==> config.mk <==
export PLATFORM = sky130hd
export DESIGN_NAME = sbsr_top
export DESIGN_NICKNAME = d
export VERILOG_FILES = /design/src/rtl/sbsr_pkg.sv /design/src/rtl/sbsr_nv_mem.sv /design/src/rtl/sbsr_event_reg.sv /design/src/rtl/sbsr_top.sv
export VERILOG_INCLUDE_DIRS = /design/src /design/src/rtl
export SDC_FILE = /design/constraint.sdc
export NUM_CORES = 1
export LEC_CHECK = 0
export CELL_PAD_IN_SITES_DETAIL_PLACEMENT = 1
export CELL_PAD_IN_SITES_GLOBAL_PLACEMENT = 2
export CORE_UTILIZATION = 50
export DETAILED_ROUTE_END_ITERATION = 7
export DONT_BUFFER_PORTS = 1
export PLACE_DENSITY = 0.83
export SYNTH_ARGS = -nofsm -noshare
export SYNTH_HDL_FRONTEND = slang
export SYNTH_HIERARCHICAL = 1
export SYNTH_SLANG_ARGS = --single-unit
export TNS_END_PERCENT = 20
==> constraint.sdc <==
create_clock -name clk_i -period 5.1 [get_ports clk_i]
set_input_delay 0.255 -clock clk_i [delete_from_list [all_inputs] [get_ports clk_i]]
set_output_delay 0.255 -clock clk_i [all_outputs]
set_load 0.005 [all_outputs]
==> src/rtl/sbsr_params.svh <==
// Constants of the status byte and service request block.
// Assumes inclusion by bare name from the design files.
`ifndef SBSR_PARAMS_SVH
`define SBSR_PARAMS_SVH

// Status byte bit positions
`define SBSR_BIT_OPERATION_SUMMARY_BIT 7
`define SBSR_BIT_MSS 6
`define SBSR_BIT_ESB 5
`define SBSR_BIT_MAV 4
`define SBSR_BIT_QUESTIONABLE_SUMMARY_BIT 3

// Mask that hides bit 6 when forming the summary
`define SBSR_MSS_HIDE 8'hBF

// Nonvolatile word addresses: slots first, then settings
`define SBSR_SLOTS 4
`define SBSR_A_PSC 3'h4
`define SBSR_A_ESE 3'h5
`define SBSR_A_SRE 3'h6
`define SBSR_A_SEL 3'h7
`define SBSR_A_SLOT0 3'h0

// Reset values
`define SBSR_ENA_RST 8'h00
`define SBSR_PSC_RST 1'h1

// Power-on walk: step count of the last step
`define SBSR_BOOT_LAST 3'h5

`endif

==> src/rtl/sbsr_pkg.sv <==
// Types shared by the status byte and service request block.
// Assumes nothing of its surroundings.
package sbsr_pkg;

   // Common commands as delivered by the bus parser
   typedef enum logic [3:0] {
      CMD_CLS,
      CMD_ESE_W,
      CMD_ESE_Q,
      CMD_ESR_Q,
      CMD_PSC_W,
      CMD_PSC_Q,
      CMD_RCL,
      CMD_RST,
      CMD_SAV,
      CMD_SRE_W,
      CMD_SRE_Q,
      CMD_STB_Q,
      CMD_TRG,
      CMD_GET,
      CMD_TST_Q,
      CMD_WAI
   } sbsr_cmd_type;

   typedef enum logic [2:0] {
      ST_BOOT,
      ST_IDLE,
      ST_RCL,
      ST_WAIT,
      ST_TEST
   } sbsr_state_type;

endpackage

==> src/rtl/sbsr_nv_mem.sv <==
// Small memory standing in for the nonvolatile store.
// Assumes the array is kept across reset; read data are registered.
`timescale 1ns/1ns
`default_nettype none

module sbsr_nv_mem #(
   parameter int DW = 16,
   parameter int AW = 3
) (
   input wire logic clk_i,
   input wire logic nrst_i,
   input wire logic we_i,
   input wire logic [AW-1:0] waddr_i,
   input wire logic [DW-1:0] wdata_i,
   input wire logic [AW-1:0] raddr_i,
   output logic [DW-1:0] rdata_o
);

   logic [DW-1:0] mem [0:(1<<AW)-1];

   // No reset on the array: contents survive power-on
   always_ff @(posedge clk_i) begin
      if (we_i) begin
         mem[waddr_i] <= wdata_i;
      end
   end

   // Read every cycle, one cycle of latency
   always_ff @(posedge clk_i or negedge nrst_i) begin
      if (!nrst_i) begin
         rdata_o <= '0;
      end else begin
         rdata_o <= mem[raddr_i];
      end
   end

endmodule

`default_nettype wire

==> src/rtl/sbsr_event_reg.sv <==
// Sticky event register with clear on read or clear command.
// Assumes set inputs are one-cycle or level event pulses.
`timescale 1ns/1ns
`default_nettype none

module sbsr_event_reg #(
   parameter int W = 8
) (
   input wire logic clk_i,
   input wire logic nrst_i,
   input wire logic [W-1:0] set_i,
   input wire logic clr_i,
   output logic [W-1:0] q_o
);

   // Set wins over clear, so no event is lost during a read
   always_ff @(posedge clk_i or negedge nrst_i) begin
      if (!nrst_i) begin
         q_o <= '0;
      end else begin
         q_o <= (q_o & ~{W{clr_i}}) | set_i;
      end
   end

endmodule

`default_nettype wire

==> src/rtl/sbsr_top.sv <==
// Status byte, service request and common command logic.
// Assumes a parser delivers decoded commands and nrst_i is power-on.
// Functional notes
// - Clear-at-power-on set: both enables cleared at power-on
// - Clear-at-power-on off: enables restored from store
// - Setting query returns single digit 0 or 1
// - Setting write, and enable writes when off, commit
// - Recall restores all; aborts trigger, disables calibration
// - Selector names slot zero: recall it at power-on
// - Save writes state into one of four slots
// - Reset loads defaults and aborts trigger
// - Enabled status bits ORed into bit 6
// - Serial poll clears request, keeps master summary
// - Zero enable register never raises request
// - Status byte query returns byte, clears nothing
// - Summary bits clear only via their event registers
// - Message-available clears at power-on, clear, empty queue
// - Poll byte carries request bit in bit 6
// - Status byte bit layout, low three bits zero
// - Trigger only when bus is trigger source
// - Self-test answers 0 pass, 1 fail, logs
// - Wait blocks commands until done or device clear
// - Clear command clears events, status byte, error queue
// - Event summary is OR of enabled events
// - Event register read returns then clears it
`timescale 1ns/1ns
`default_nettype none
`include "sbsr_params.svh"

module sbsr_top #(
   parameter int SW = 16
) (
   input wire logic clk_i,
   input wire logic nrst_i,
   input wire logic cmd_valid_i,
   input wire sbsr_pkg::sbsr_cmd_type cmd_code_i,
   input wire logic [7:0] cmd_data_i,
   input wire logic [1:0] cmd_slot_i,
   output logic cmd_ready_o,
   output logic resp_valid_o,
   output logic [7:0] resp_data_o,
   input wire logic poll_i,
   output logic poll_valid_o,
   output logic [7:0] poll_data_o,
   output logic srq_o,
   input wire logic [7:0] std_event_set_i,
   input wire logic operation_summary_bit_i,
   input wire logic questionable_summary_bit_i,
   input wire logic queue_nonempty_i,
   output logic clear_status_o,
   input wire logic pending_i,
   input wire logic dev_clear_i,
   input wire logic trig_src_bus_i,
   input wire logic pon_sel_we_i,
   input wire logic recall_slot_zero_i,
   output logic trig_o,
   output logic trig_abort_o,
   output logic cal_off_o,
   output logic load_defaults_o,
   input wire logic [SW-1:0] state_i,
   output logic recall_valid_o,
   output logic [SW-1:0] recall_data_o,
   output logic selftest_start_o,
   input wire logic selftest_done_i,
   input wire logic selftest_fail_i,
   output logic error_log_o
);

   sbsr_pkg::sbsr_state_type st_q;
   logic [2:0] boot_q;
   logic psc_q;
   logic power_on_state_selector_q;
   logic [7:0] ese_q;
   logic [7:0] srm_q;
   logic rqs_q;
   logic mss_prev_q;
   logic mav_q;
   logic [7:0] ser_w;
   logic [SW-1:0] rd_data_w;
   logic [2:0] rd_addr;
   logic we;
   logic [2:0] waddr;
   logic [SW-1:0] wdata;
   logic acc;
   logic cls;
   logic esr_rd;
   logic esb_w;
   logic [7:0] stb_base;
   logic mss_w;
   logic mss_rise;
   logic [7:0] stb_w;
   logic rcl_fire;

   // Widen a byte to a store word
   function automatic logic [SW-1:0] to_word(input logic [7:0] b);
      to_word = {{(SW-8){1'b0}}, b};
   endfunction

   function automatic logic is_cmd(input sbsr_pkg::sbsr_cmd_type c);
      is_cmd = acc && (cmd_code_i == c);
   endfunction

   // Commands only taken while idle
   assign cmd_ready_o = (st_q == sbsr_pkg::ST_IDLE);
   assign acc = cmd_valid_i && cmd_ready_o;
   assign cls = is_cmd(sbsr_pkg::CMD_CLS);
   assign esr_rd = is_cmd(sbsr_pkg::CMD_ESR_Q);

   sbsr_event_reg #(
      .W(8)
   ) u_ser (
      .clk_i(clk_i),
      .nrst_i(nrst_i),
      .set_i(std_event_set_i),
      .clr_i(cls | esr_rd),
      .q_o(ser_w)
   );

   sbsr_nv_mem #(
      .DW(SW),
      .AW(3)
   ) u_nv (
      .clk_i(clk_i),
      .nrst_i(nrst_i),
      .we_i(we),
      .waddr_i(waddr),
      .wdata_i(wdata),
      .raddr_i(rd_addr),
      .rdata_o(rd_data_w)
   );

   assign esb_w = |(ser_w & ese_q);

   // byte layout; summaries follow their sources
   always_comb begin
      stb_base = 8'h00;
      stb_base[`SBSR_BIT_OPERATION_SUMMARY_BIT] = operation_summary_bit_i;
      stb_base[`SBSR_BIT_ESB] = esb_w;
      stb_base[`SBSR_BIT_MAV] = mav_q;
      stb_base[`SBSR_BIT_QUESTIONABLE_SUMMARY_BIT] = questionable_summary_bit_i;
   end

   // enabled bits ORed into bit 6
   assign mss_w = |(stb_base & srm_q & `SBSR_MSS_HIDE);
   assign mss_rise = mss_w && !mss_prev_q;

   always_comb begin
      stb_w = stb_base;
      stb_w[`SBSR_BIT_MSS] = mss_w;
   end

   assign srq_o = rqs_q && (|srm_q);

   // Store address: boot walk, recall slot, else slot 0
   always_comb begin
      rd_addr = `SBSR_A_SLOT0;
      if (st_q == sbsr_pkg::ST_BOOT) begin
         case (boot_q)
            3'h0: rd_addr = `SBSR_A_PSC;
            3'h1: rd_addr = `SBSR_A_ESE;
            3'h2: rd_addr = `SBSR_A_SRE;
            3'h3: rd_addr = `SBSR_A_SEL;
            default: rd_addr = `SBSR_A_SLOT0;
         endcase
      end else if (is_cmd(sbsr_pkg::CMD_RCL)) begin
         rd_addr = {1'b0, cmd_slot_i};
      end
   end

   // nonvolatile commits; one write per command
   always_comb begin
      we = 1'b0;
      waddr = `SBSR_A_PSC;
      wdata = '0;
      if (is_cmd(sbsr_pkg::CMD_PSC_W)) begin
         we = 1'b1;
         wdata = to_word({7'h00, cmd_data_i[0]});
      end else if (is_cmd(sbsr_pkg::CMD_ESE_W) && !psc_q) begin
         we = 1'b1;
         waddr = `SBSR_A_ESE;
         wdata = to_word(cmd_data_i);
      end else if (is_cmd(sbsr_pkg::CMD_SRE_W) && !psc_q) begin
         we = 1'b1;
         waddr = `SBSR_A_SRE;
         wdata = to_word(cmd_data_i);
      end else if (is_cmd(sbsr_pkg::CMD_SAV)) begin
         we = 1'b1;
         waddr = {1'b0, cmd_slot_i};
         wdata = state_i;
      end else if (pon_sel_we_i) begin
         // Selector changes come from the output subsystem
         we = 1'b1;
         waddr = `SBSR_A_SEL;
         wdata = to_word({7'h00, recall_slot_zero_i});
      end
   end

   // Sequencer: power-on walk, recall, wait and self-test
   always_ff @(posedge clk_i or negedge nrst_i) begin
      if (!nrst_i) begin
         st_q <= sbsr_pkg::ST_BOOT;
         boot_q <= 3'h0;
      end else begin
         case (st_q)
            sbsr_pkg::ST_BOOT: begin
               boot_q <= boot_q + 3'h1;
               if (boot_q == `SBSR_BOOT_LAST) begin
                  st_q <= sbsr_pkg::ST_IDLE;
               end
            end
            sbsr_pkg::ST_IDLE: begin
               if (is_cmd(sbsr_pkg::CMD_RCL)) begin
                  st_q <= sbsr_pkg::ST_RCL;
               end else if (is_cmd(sbsr_pkg::CMD_WAI)) begin
                  st_q <= sbsr_pkg::ST_WAIT;
               end else if (is_cmd(sbsr_pkg::CMD_TST_Q)) begin
                  st_q <= sbsr_pkg::ST_TEST;
               end
            end
            sbsr_pkg::ST_RCL: st_q <= sbsr_pkg::ST_IDLE;
            sbsr_pkg::ST_WAIT: begin
               // only completion or device clear ends it
               if (!pending_i || dev_clear_i) begin
                  st_q <= sbsr_pkg::ST_IDLE;
               end
            end
            sbsr_pkg::ST_TEST: begin
               if (selftest_done_i) begin
                  st_q <= sbsr_pkg::ST_IDLE;
               end
            end
            default: st_q <= sbsr_pkg::ST_IDLE;
         endcase
      end
   end

   // power-on clearing or restore of enables
   always_ff @(posedge clk_i or negedge nrst_i) begin
      if (!nrst_i) begin
         psc_q <= `SBSR_PSC_RST;
         ese_q <= `SBSR_ENA_RST;
         srm_q <= `SBSR_ENA_RST;
      end else if (st_q == sbsr_pkg::ST_BOOT) begin
         if (boot_q == 3'h1) begin
            psc_q <= rd_data_w[0];
         end
         if (boot_q == 3'h2 && !psc_q) begin
            ese_q <= rd_data_w[7:0];
         end
         if (boot_q == 3'h3 && !psc_q) begin
            srm_q <= rd_data_w[7:0];
         end
      end else begin
         if (is_cmd(sbsr_pkg::CMD_PSC_W)) begin
            psc_q <= cmd_data_i[0];
         end
         if (is_cmd(sbsr_pkg::CMD_ESE_W)) begin
            ese_q <= cmd_data_i;
         end
         if (is_cmd(sbsr_pkg::CMD_SRE_W)) begin
            srm_q <= cmd_data_i;
         end
      end
   end

   // Selector restored at power-on, tracked afterwards
   always_ff @(posedge clk_i or negedge nrst_i) begin
      if (!nrst_i) begin
         power_on_state_selector_q <= 1'b0;
      end else if (st_q == sbsr_pkg::ST_BOOT && boot_q == 3'h4) begin
         power_on_state_selector_q <= rd_data_w[0];
      end else if (pon_sel_we_i) begin
         power_on_state_selector_q <= recall_slot_zero_i;
      end
   end

   // message available: zero at power-on, cleared by clear
   always_ff @(posedge clk_i or negedge nrst_i) begin
      if (!nrst_i) begin
         mav_q <= 1'b0;
      end else begin
         mav_q <= queue_nonempty_i && !cls;
      end
   end

   // request on rising master summary; poll clears
   always_ff @(posedge clk_i or negedge nrst_i) begin
      if (!nrst_i) begin
         mss_prev_q <= 1'b0;
         rqs_q <= 1'b0;
      end else begin
         mss_prev_q <= mss_w;
         if (mss_rise) begin
            rqs_q <= 1'b1;
         end else if (poll_i || cls) begin
            rqs_q <= 1'b0;
         end
      end
   end

   // poll byte with request bit in bit 6
   always_ff @(posedge clk_i or negedge nrst_i) begin
      if (!nrst_i) begin
         poll_valid_o <= 1'b0;
         poll_data_o <= 8'h00;
      end else begin
         poll_valid_o <= poll_i;
         if (poll_i) begin
            poll_data_o <= stb_base | {1'b0, rqs_q, 6'h00};
         end
      end
   end

   // Query answers; single-cycle response pulse
   always_ff @(posedge clk_i or negedge nrst_i) begin
      if (!nrst_i) begin
         resp_valid_o <= 1'b0;
         resp_data_o <= 8'h00;
      end else begin
         resp_valid_o <= 1'b0;
         if (st_q == sbsr_pkg::ST_TEST && selftest_done_i) begin
            resp_valid_o <= 1'b1;
            resp_data_o <= {7'h00, selftest_fail_i};
         end else if (acc) begin
            resp_valid_o <= 1'b1;
            case (cmd_code_i)
               sbsr_pkg::CMD_PSC_Q: resp_data_o <= {7'h00, psc_q};
               sbsr_pkg::CMD_ESE_Q: resp_data_o <= ese_q;
               sbsr_pkg::CMD_SRE_Q: resp_data_o <= srm_q;
               sbsr_pkg::CMD_STB_Q: resp_data_o <= stb_w;
               sbsr_pkg::CMD_ESR_Q: resp_data_o <= ser_w;
               default: resp_valid_o <= 1'b0;
            endcase
         end
      end
   end

   // Recall fires after command or, with the selector set, at end of power-on walk
   assign rcl_fire = (st_q == sbsr_pkg::ST_RCL) ||
      (st_q == sbsr_pkg::ST_BOOT && boot_q == `SBSR_BOOT_LAST && power_on_state_selector_q);

   // recall data out, trigger aborted, calibration off
   always_ff @(posedge clk_i or negedge nrst_i) begin
      if (!nrst_i) begin
         recall_valid_o <= 1'b0;
         recall_data_o <= '0;
         cal_off_o <= 1'b0;
      end else begin
         recall_valid_o <= rcl_fire;
         cal_off_o <= rcl_fire;
         if (rcl_fire) begin
            recall_data_o <= rd_data_w;
         end
      end
   end

   // strobes: defaults, abort, trigger, clear, test
   always_ff @(posedge clk_i or negedge nrst_i) begin
      if (!nrst_i) begin
         load_defaults_o <= 1'b0;
         trig_abort_o <= 1'b0;
         trig_o <= 1'b0;
         clear_status_o <= 1'b0;
         selftest_start_o <= 1'b0;
         error_log_o <= 1'b0;
      end else begin
         load_defaults_o <= is_cmd(sbsr_pkg::CMD_RST);
         trig_abort_o <= is_cmd(sbsr_pkg::CMD_RST) || rcl_fire;
         trig_o <= (is_cmd(sbsr_pkg::CMD_TRG) || is_cmd(sbsr_pkg::CMD_GET)) && trig_src_bus_i;
         // outer event registers and error queue
         clear_status_o <= cls;
         selftest_start_o <= is_cmd(sbsr_pkg::CMD_TST_Q);
         error_log_o <= st_q == sbsr_pkg::ST_TEST && selftest_done_i && selftest_fail_i;
      end
   end
endmodule

`default_nettype wire

==> After elaboration in Yosys (flattened, before gate mapping) <==
Memory sizes are Yosys's and may differ from the RTL's. A register that Yosys moved wholly into a read port is not among the register bits.
Index checks and enable logic that the tools add are counted.
{ "totals": {"ff_bits": 76, "latch_bits": 0, "mem_bits_rw": 128, "mem_bits_ro": 0, "in_bits": 52, "out_inout_bits": 44, "wordCells": 163, "n_memories": 1} }
{ "op_classes": {"add_sub_neg": 1, "mul": 0, "n_div": 0, "n_lt_le_gt_ge": 0, "n_eq_ne": 31, "shift": 0, "muxes": 46, "bitwise_logic": 7, "n_reduce_logical": 55} }
{ "memory_table": {"columns": ["memory", "words", "word_bits", "read_ports", "rd_clocked_by_memory_dff", "write_ports", "line", "text"], "rows": [
  ["u_nv.mem", 8, 16, 1, 1, 1, "sbsr_nv_mem.sv:19", "logic [DW-1:0] mem [0:(1<<AW)-1];"]
]} }
{ "ops": {"columns": ["op", "n"], "rows": [
  ["$mux 16", 4],
  ["$mux 8", 8],
  ["$pmux 8 s5", 1],
  ["$mux 3", 11],
  ["$eq 4x4->1 const B", 8],
  ["$logic_and 1x1->1", 26],
  ["$and 8x8->8", 3],
  ["$pmux 3 s4", 2],
  ["$mux 1", 18],
  ["$eq 4x3->1 const B", 4],
  ["$reduce_or 8->1", 2],
  ["$eq 3x2->1 const B", 4],
  ["$reduce_bool 2->1", 6],
  ["$ne 2x2->1 const B", 5],
  ["$eq 3x3->1 const B", 3],
  ["$eq 4x2->1 const B", 2],
  ["$not 8->8", 1],
  ["$or 8x7->8", 1],
  ["$or 8x8->8", 1],
  ["$reduce_and 2->1", 4],
  ["$reduce_or 7->1", 1],
  ["$eq 3x1->1 const B", 2],
  ["$logic_not 3->1", 2],
  ["$reduce_bool 6->1", 1],
  ["11 further kinds", 20]
]} }

==> Depth between registers and ports, before layout <==
Gate-level depths: netlist of the first run.
{ "depth": {"word_depth": 9, "mapped_depth": 11, "ltp_nobuf": 7} }

==> Modules after synthesis <==
Netlist of the first run, hierarchy kept.
{ "by_module_without_submodules": {"columns": ["module", "n_inst", "cells_each", "area_per_inst_um2", "seq_area_each_um2"], "rows": [
  ["sbsr_nv_mem", 1, 214, 5373.9, 4244.1],
  ["sbsr_top", 1, 308, 3380.7, 1627.8],
  ["sbsr_event_reg", 1, 17, 264.0, 200.2]
]} }

==> Worst setup path after synthesis of the first run <==
No wires, ideal clock.
{ "synth_path": {"path_kind": "register to register", "startpoint": "reg st_q[1]", "endpoint": "mem u_nv.mem[0][0] (enable)", "t_arrival_ns": 2.830, "required_time_ns": 4.691, "setup_slack_ns": 1.861, "stages_incl_launch_ff": 9, "path_buffers": 2, "path_cell_list": "dfrtp_1 buf_6 nand4bb_1 buf_6 nor4_4 mux2_2 a21oi_1 nor2_1 nor3_1"} }
{ "synth_rtl": {"columns": ["element", "line", "text"], "rows": [
  ["start, declared", "sbsr_top.sv:69", "sbsr_pkg::sbsr_state_type st_q;"],
  ["start signal, assigned", "sbsr_top.sv:201", "st_q <= sbsr_pkg::ST_BOOT;"],
  ["start signal, assigned", "sbsr_top.sv:208", "st_q <= sbsr_pkg::ST_IDLE;"],
  ["start signal, assigned", "sbsr_top.sv:213", "st_q <= sbsr_pkg::ST_RCL;"],
  ["$eq 3x1->1 (*)", "sbsr_top.sv:104", "assign cmd_ready_o = (st_q == sbsr_pkg::ST_IDLE);"],
  ["$logic_and 1x1->1 (*)", "sbsr_top.sv:105", "assign acc = cmd_valid_i && cmd_ready_o;"],
  ["$logic_and 1x1->1", "sbsr_top.sv:100", "is_cmd = acc && (cmd_code_i == c);"],
  ["$mux 3 / $logic_and 1x1->1 (equally long branches)", "sbsr_top.sv:186, sbsr_top.sv:182", null],
  ["$mux 3", "sbsr_top.sv:182", "end else if (is_cmd(sbsr_pkg::CMD_SRE_W) && !psc_q) begin"],
  ["$mux 3", "sbsr_top.sv:178", "end else if (is_cmd(sbsr_pkg::CMD_ESE_W) && !psc_q) begin"],
  ["$mux 3 (*)", "sbsr_top.sv:175", "if (is_cmd(sbsr_pkg::CMD_PSC_W)) begin"],
  ["named net waddr[0]", "sbsr_top.sv:82", "logic [2:0] waddr;"],
  ["end, declared", "sbsr_nv_mem.sv:19", null]
]} }
The timed path passes the listed nets; every way through them passes the cells marked *.

==> Worst setup path after layout of the first run <==
{ "layout_path": {"startpoint": "reg st_q[2]", "endpoint": "mem u_nv.mem[6][1] (enable)"} }
Same word-level chain as after synthesis.

==> metrics.md, run 1 <==
| Metric | Value |
|---|---|
| Status | complete, no violations |
| Largest family of logic cells by synthesized area | multiplexers |
| Worst min path class | in2reg |
| CP Class | reg2reg |
| WL/cell | 25.8 um |
| Period Utilization, post-route | 80.6% |
| Top cell family by delay on the critical path | simple AND/OR/NAND/NOR gates |
| Worst EP required | 5.31 ns |
| Gpl congestion | 0.787 |
| Slew HR | 25.1% |
| Flops & latches, synth | 217 |
| CP Depth | 7 |
| Leak Pwr | 3.81 nW |
| Synthesized cell area | 9020 sq um |
| Adder-cell share of the synthesized area | 0.694% |
| GRT overflow | 0 |
| Setup crit start | st_q[2] |
| Layout cells sized above 1 | 19.7% |
| DP Area | 9230 sq um |
| Port bufs | 0 |
| Sequential share of power | 49.2% |
| Max Cap Violations | 0 |
| Final WS setup | 0.990 ns |
| Core ar. | 17500 sq um |
| CTS tree | done |
| Rows | 48 |
| Crit-path cells | nand4bb_1, nor4_4, mux2i_1, a211oi_1, nand2b_1, nor2_1, buf_4 |
| Gr usage total | 23.7% |
| Number of synthesized flops with an enable pin | 128 |
| Ports | 96 |
| Final Power | 4.79 mW |
| Clock latency on the worst-skew pair | 0.52 ns |
| Final non-filler cell area | 10200 sq um |
| Worst-margin pin slew | 1.11 ns |
| Buf+Inv Stages, Crit Path | 1 |
| Initial Util | 51.6% |
| Register area | 6070 sq um |
| Count of different cell masters after synthesis | 57 |
| FF-to-FF setup slack | 0.99 ns |
| Full die area | 18600 sq um |
| Fin. Hold Viols | 0 |
| Pwr/cell area | 469 nW/um^2 |
| Post-Synth Simple-Gate Area | 6.40% |
| Critical path startpoint category | flop |
| Worst EP arrival | 4.32 ns |
| Reg2reg path depth | 7 |
| Nets | 632 |
| FMAX | 243 MHz |
| Pint | 3.45 mW |
| Vias per cell | 5.96 |
| XOR/XNOR share of the synthesized area | 0.194% |
| Most frequent cells in the layout | edfxtp_1, dfrtp_1, mux2_2 |
| Maximum clock insertion buffer count | 3 |
| Compound-Gate Fraction of Synth Area | 6.13% |
| CP endpoint kind | flop |
| Ys Warns | 6 |
| Worst slack, placed | 1.02 ns |
| Vias in the first global route | 5318 |
| Ys async rst share | 41.0% |
| Area grow syn2layout | 13.3% |
| First-pass DRT Iterations | 4 |
| Routed Antenna Nets | 0 |
| Sw frac | 28.0% |
| Clock root buffer | clkbuf_16 |
| Footprint of the multi-input gates | 2730 sq um |
| Hold EP | srm_q[3] |
| H-tree depth | 1 |
| Die Y | 136 um |
| Antenna violations before repair | 1 |
| Largest net degree at the start of global routing | 90 |
| Worst hold path stage count | 2 |
| Post-Syn Instances | 539 |
| Syn_area_per_cell | 16.7 sq um |
| DP HPWL | 13600 um |
| Final setup skew | 0.0103 ns |
| Setup TNS | 0 ns |
| CP max-delay cell | nor4_4 |
| Worst Min Path Start | cmd_data_i[3] |
| Setup-failing EPs final | 0 |
| Crit path largest cell delay | 0.76 ns |
| RR Startpoint | st_q[2] |
| RR Endpoint | u_nv/mem[6][1] |
| Sequential area share after synthesis | 67.3% |
| Worst Path Max Fanout | 10 |
| Worst vdd ir | 0.000329 V |
| Iter 0 DRT Violations | 323 |
| Mux cell area share after synthesis | 16.5% |
| Fin. max-slew vios | 0 |
| Main flop type after synthesis | edfxtp_1 |
| Die X-Extent | 136 um |
| Inst Count DP | 749 |
| Net Switching | 1.34 mW |
| Sinks on the clock net | 217 |
| Period minus WS final | 4.11 ns |
| First-pass GRT wire length | 32000 um |
| Diode count | 0 |
| Commonest non-fill, non-tap cell in the layout | edfxtp_1 |
| Final WL | 21100 um |
| Clock share of power | 33.1% |
| Drt drc | 0 |
| Vias | 4874 |
| CTS clk-pin slew, worst paths | 0.06 ns |
| CTS Buf Count | 24 |
| RSZ-0062 raised after global routing | false |
| Non-filler cells, final | 818 |
| Combinational Power Share | 17.7% |
| FILL cells | 1565 |
-- area by class of cell --
class / instances / area share, %
flip-flops and latches: 217 / 59.4
clock inverters: 8 / 0.539
inverters: 11 / 0.404
clock buffers: 36 / 6.52
multi-input cells: 282 / 26.7
repair buffers: 39 / 3.65
well taps: 225 / 2.76
-- layer usage --
| metal | vias to the layer above | wire, um | track usage, % |
|---|---|---|---|
| met5 | - | 0 | 0 |
| met4 | 0 | 507 | 7.28 |
| met3 | 37 | 935 | 4.18 |
| met2 | 138 | 11000 | 41.9 |
| met1 | 2536 | 8640 | 29.4 |
| li1 | 2163 | - | - |
-- sequential cells by signal, summed over array words and instances (netlist names), 3 cells and up --
register and flops:
boot_q 3, ese_q 8, u_nv/mem 128, poll_data_o 5
st_q 3, srm_q 8, recall_data_o 16, resp_data_o 8
u_nv/rdata_o 16, u_ser/q_o 8
-- synthesized netlist by cell type, types with 9 or more instances --
cell      number  area (sq um)
mux2i_1       11           110
inv_1         10          37.5
o21ai_0       11          55.1
nand2b_1       9          56.3
mux4_1        28           736
nand2_1       16          60.1
a22o_1        14           123
a21oi_1       19          95.1
nor2_1        31           116
dfrtp_1       88          2200
edfxtp_1     128          3840
and2_1         9          56.3
mux2_2        43           484
-- cell families (layout without fill, tap and decap cells) --
group / after synthesis / after routing
xor gates and xnor gates: 2 / 2
AOI/OAI and AO/OA: 78 / 78
other: 1 / 3
muxes: 89 / 89
DFF: 217 / 217
buffers and inverters: 42 / 94
and+or+nand+nor: 105 / 105
adders and majority gates: 5 / 5
-- stage by stage --
stage | hold slack [ns] | util (%)
floorplan | -0.0406 | -
detailed placement | -0.0388 | 52.8
global placement | -0.0377 | 52.8
global route | 0.0221 | 58.5
CTS | 0.000558 | 58.5
finish | 0.00996 | 58.5
-- worst max-delay path by stage --
stage / slack [ns] / endpoint
after detailed placement: 1.02 / u_nv/mem[7][1]
after floorplan: 1.86 / u_nv/mem[0][0]
final: 0.99 / u_nv/mem[6][1]
after global routing: 0.64 / u_nv/mem[7][12]
after global placement: 1.32 / u_nv/mem[6][15]
after CTS: 0.98 / u_nv/mem[7][12]
-- repair_timing --
action	in CTS	in global routing
resized for setup	0	0
hold endpoints to repair	120	0
buffers inserted	0	0
hold buffers	25	0
-- power groups by stage --
stage	logic [mW]	clock network [mW]	registers, mW
floorplan	0.677	0	2.28
CTS	0.860	1.63	2.36
global placement	0.777	0	2.37
detailed placement	0.813	0	2.39
finish	0.850	1.59	2.36
global route	0.925	1.69	2.39
Power figures use the tool's default switching activity.
==> run 2: changes to the inputs <==
- CORE_UTILIZATION: 50 -> 46
- PLACE_DENSITY: 0.83 -> 0.77
- clock period: 5.1 -> 4.3 ns (I/O delays scaled with it)
==> run 2 against run 1 <==
Effect of this change:
- power increased by 21%
- flip-flop and latch count unchanged
- count of clock-buffer cells in the layout decreased by 4
- sequential power increased by 19%
- critical path depth increased by 2
- largest power group unchanged
- routed wire length decreased by 1.9%
- largest cell class unchanged
- cell area increased by 1.8%
==> metrics.md, run 2 (same netlist as run 1, synthesis figures left out) <==
| Metric | Value |
|---|---|
| Final Power | 5.78 mW (was 4.79 mW) |
| Critical path startpoint category | flop (unchanged) |
| Regs by FF count | u_nv/mem: 128 flops, recall_data_o: 16 flops, u_nv/rdata_o: 16 flops (unchanged) |
| Die Y | 142 um (was 136 um) |
| Setup TNS | 0 ns (unchanged) |
| Register area | 6070 sq um (unchanged) |
| Vias per cell | 5.66 (was 5.96) |
| PostCTS Resize Cnt | 0 (unchanged) |
| Full die area | 20200 sq um (was 18600 sq um) |
| CP Class | reg2reg (unchanged) |
| Worst vdd ir | 0.000336 V (was 0.000329 V) |
| CTS Buf Count | 24 (unchanged) |
| # hold bufs at CTS | 30 (was 25) |
| Largest net degree at the start of global routing | 90 (unchanged) |
| Port bufs | 0 (unchanged) |
| CTS tree | done (unchanged) |
| Leak Pwr | 3.89 nW (was 3.81 nW) |
| Die X-Extent | 142 um (was 136 um) |
| FILL cells | 1748 (was 1565) |
| Max FFs per register | 128 (unchanged) |
| Worst min path class | in2reg (unchanged) |
| Fin. max-slew vios | 0 (unchanged) |
| Routed Antenna Nets | 0 (unchanged) |
| Worst EP arrival | 3.44 ns (was 4.32 ns) |
| Final core occ | 54.9% (was 58.5%) |
| Post-CTS setup buffer count | 0 (unchanged) |
| Ports | 96 (unchanged) |
| Final WL | 20700 um (was 21100 um) |
| WL/cell | 24.0 um (was 25.8 um) |
| Clock latency on the worst-skew pair | 0.51 ns (was 0.52 ns) |
| FF-to-FF setup slack | 1.05 ns (was 0.99 ns) |
| WHS | 0.0257 ns (was 0.00996 ns) |
| Vias in the first global route | 5446 (was 5318) |
| H-tree depth | 1 (unchanged) |
| Slew HR | 33.0% (was 25.1%) |
| Antenna violations before repair | 1 (unchanged) |
| Initial Util | 47.6% (was 51.6%) |
| CTS clk-pin slew, worst paths | 0.06 ns (about the same) |
| Commonest non-fill, non-tap cell in the layout | edfxtp_1 (unchanged) |
| First-pass DRT Iterations | 4 (unchanged) |
| Layout cells sized above 1 | 20.6% (was 19.7%) |
| Worst Path Max Fanout | 21 (was 10) |
| Period minus WS final | 3.25 ns (was 4.11 ns) |
| Setup-failing EPs final | 0 (unchanged) |
| Iter 0 DRT Violations | 190 (was 323) |
| Largest Register | u_nv/mem (unchanged) |
| Gr usage total | 21.5% (was 23.7%) |
| Worst slack, placed | 1.07 ns (was 1.02 ns) |
| DP HPWL | 13100 um (was 13600 um) |
| Maximum clock insertion buffer count | 3 (unchanged) |
| Period Utilization, post-route | 75.7% (was 80.6%) |
| Worst EP required | 4.48 ns (was 5.31 ns) |
| Area grow syn2layout | 15.3% (was 13.3%) |
| First-pass GRT wire length | 31900 um (was 32000 um) |
| Worst-margin pin slew | 0.997 ns (was 1.11 ns) |
| Gpl congestion | 0.781 (was 0.787) |
| Final setup skew | 0.00609 ns (was 0.0103 ns) |
| Sinks on the clock net | 217 (unchanged) |
| Clock root buffer | clkbuf_16 (unchanged) |
| RSZ-0062 raised after global routing | false (unchanged) |
| GRT overflow | 0 (unchanged) |
| Pwr/cell area | 555 nW/um^2 (was 469 nW/um^2) |
| Most frequent cells in the layout | edfxtp_1, dfrtp_1, mux2_2 (unchanged) |
| Nets | 640 (was 632) |
| Final WS setup | 1.05 ns (was 0.990 ns) |
| Footprint of the multi-input gates | 2730 sq um (unchanged) |
| CP endpoint kind | flop (unchanged) |
| Rows | 50 (was 48) |
| Core ar. | 19000 sq um (was 17500 sq um) |
| Drt drc | 0 (unchanged) |
| Max Cap Violations | 0 (unchanged) |
| FMAX | 307 MHz (was 243 MHz) |
| Fin. Hold Viols | 0 (unchanged) |
| Vias | 4878 (was 4874) |
| Status | complete, no violations (unchanged) |
==> run 2: cell types whose count changed in the layout (fill, tap and decap cells not counted) <==
cell,before,now
clkinv_1,0,3
bufinv_16,0,1
clkinv_2,5,6
diode_2,0,1
inv_4,1,0
buf_4,14,16
dlygate4sd3_1,24,30
clkbuf_8,2,6
clkbuf_1,10,2
==> run 2: final timing paths <==
check                                   end  depth (start not counted)     startpoint
min in group asynchronous  recall_data_o[0]                          2         nrst_i
setup / recovery            u_nv/mem[3][12]                          9        st_q[2]
hold reg to reg                       rqs_q                          1     mss_prev_q
hold / removal               resp_data_o[3]                          2  cmd_code_i[3]
max in group asynchronous             psc_q                          2         nrst_i
setup reg to reg            u_nv/mem[3][12]                          9        st_q[2]
==> run 2: per-stage QoR <==
step | area (sq um) | cells
CTS | 10400 | 860
global placement | 9290 | 786
global route | 10400 | 862
finish | 10400 | 862
detailed placement | 9290 | 786
floorplan | 9030 | 541
==> run 2: per-layer routing <==
metal	track usage [%]	vias up	share of wire [%]
met5	0	-	0
met4	8.26	0	3.1
met3	4.00	49	3.9
met2	37.5	113	51
met1	26.5	2538	42
li1	-	2178	-
==> run 2: layout make-up <==
cell class	instances	area share (%)
repair buffers	47	4.31
well taps	260	3.13
clock inverters	12	0.914
inverters	11	0.397
clock buffers	32	6.64
flip-flops and latches	217	58.4
multi-input cells	282	26.2
diodes	1	0.0241
==> run 2: power breakdown <==
group          total, mW  internal, mW  leakage (nW)  switching (mW)
registers           2.80          2.53          2.28           0.274
logic               1.00         0.499          1.22           0.501
clock network       1.97          1.19         0.391           0.789
==> run 2: worst max-delay path, cell delays in order (launching register included) <==
cell,delay (ns)
dfrtp_1,0.51
nand4bb_1,0.23
buf_4,0.20
nor4_4,0.25
buf_4,0.34
mux2i_1,0.14
a211oi_1,0.63
nand2_1,0.15
nor2_1,0.15
buf_4,0.32
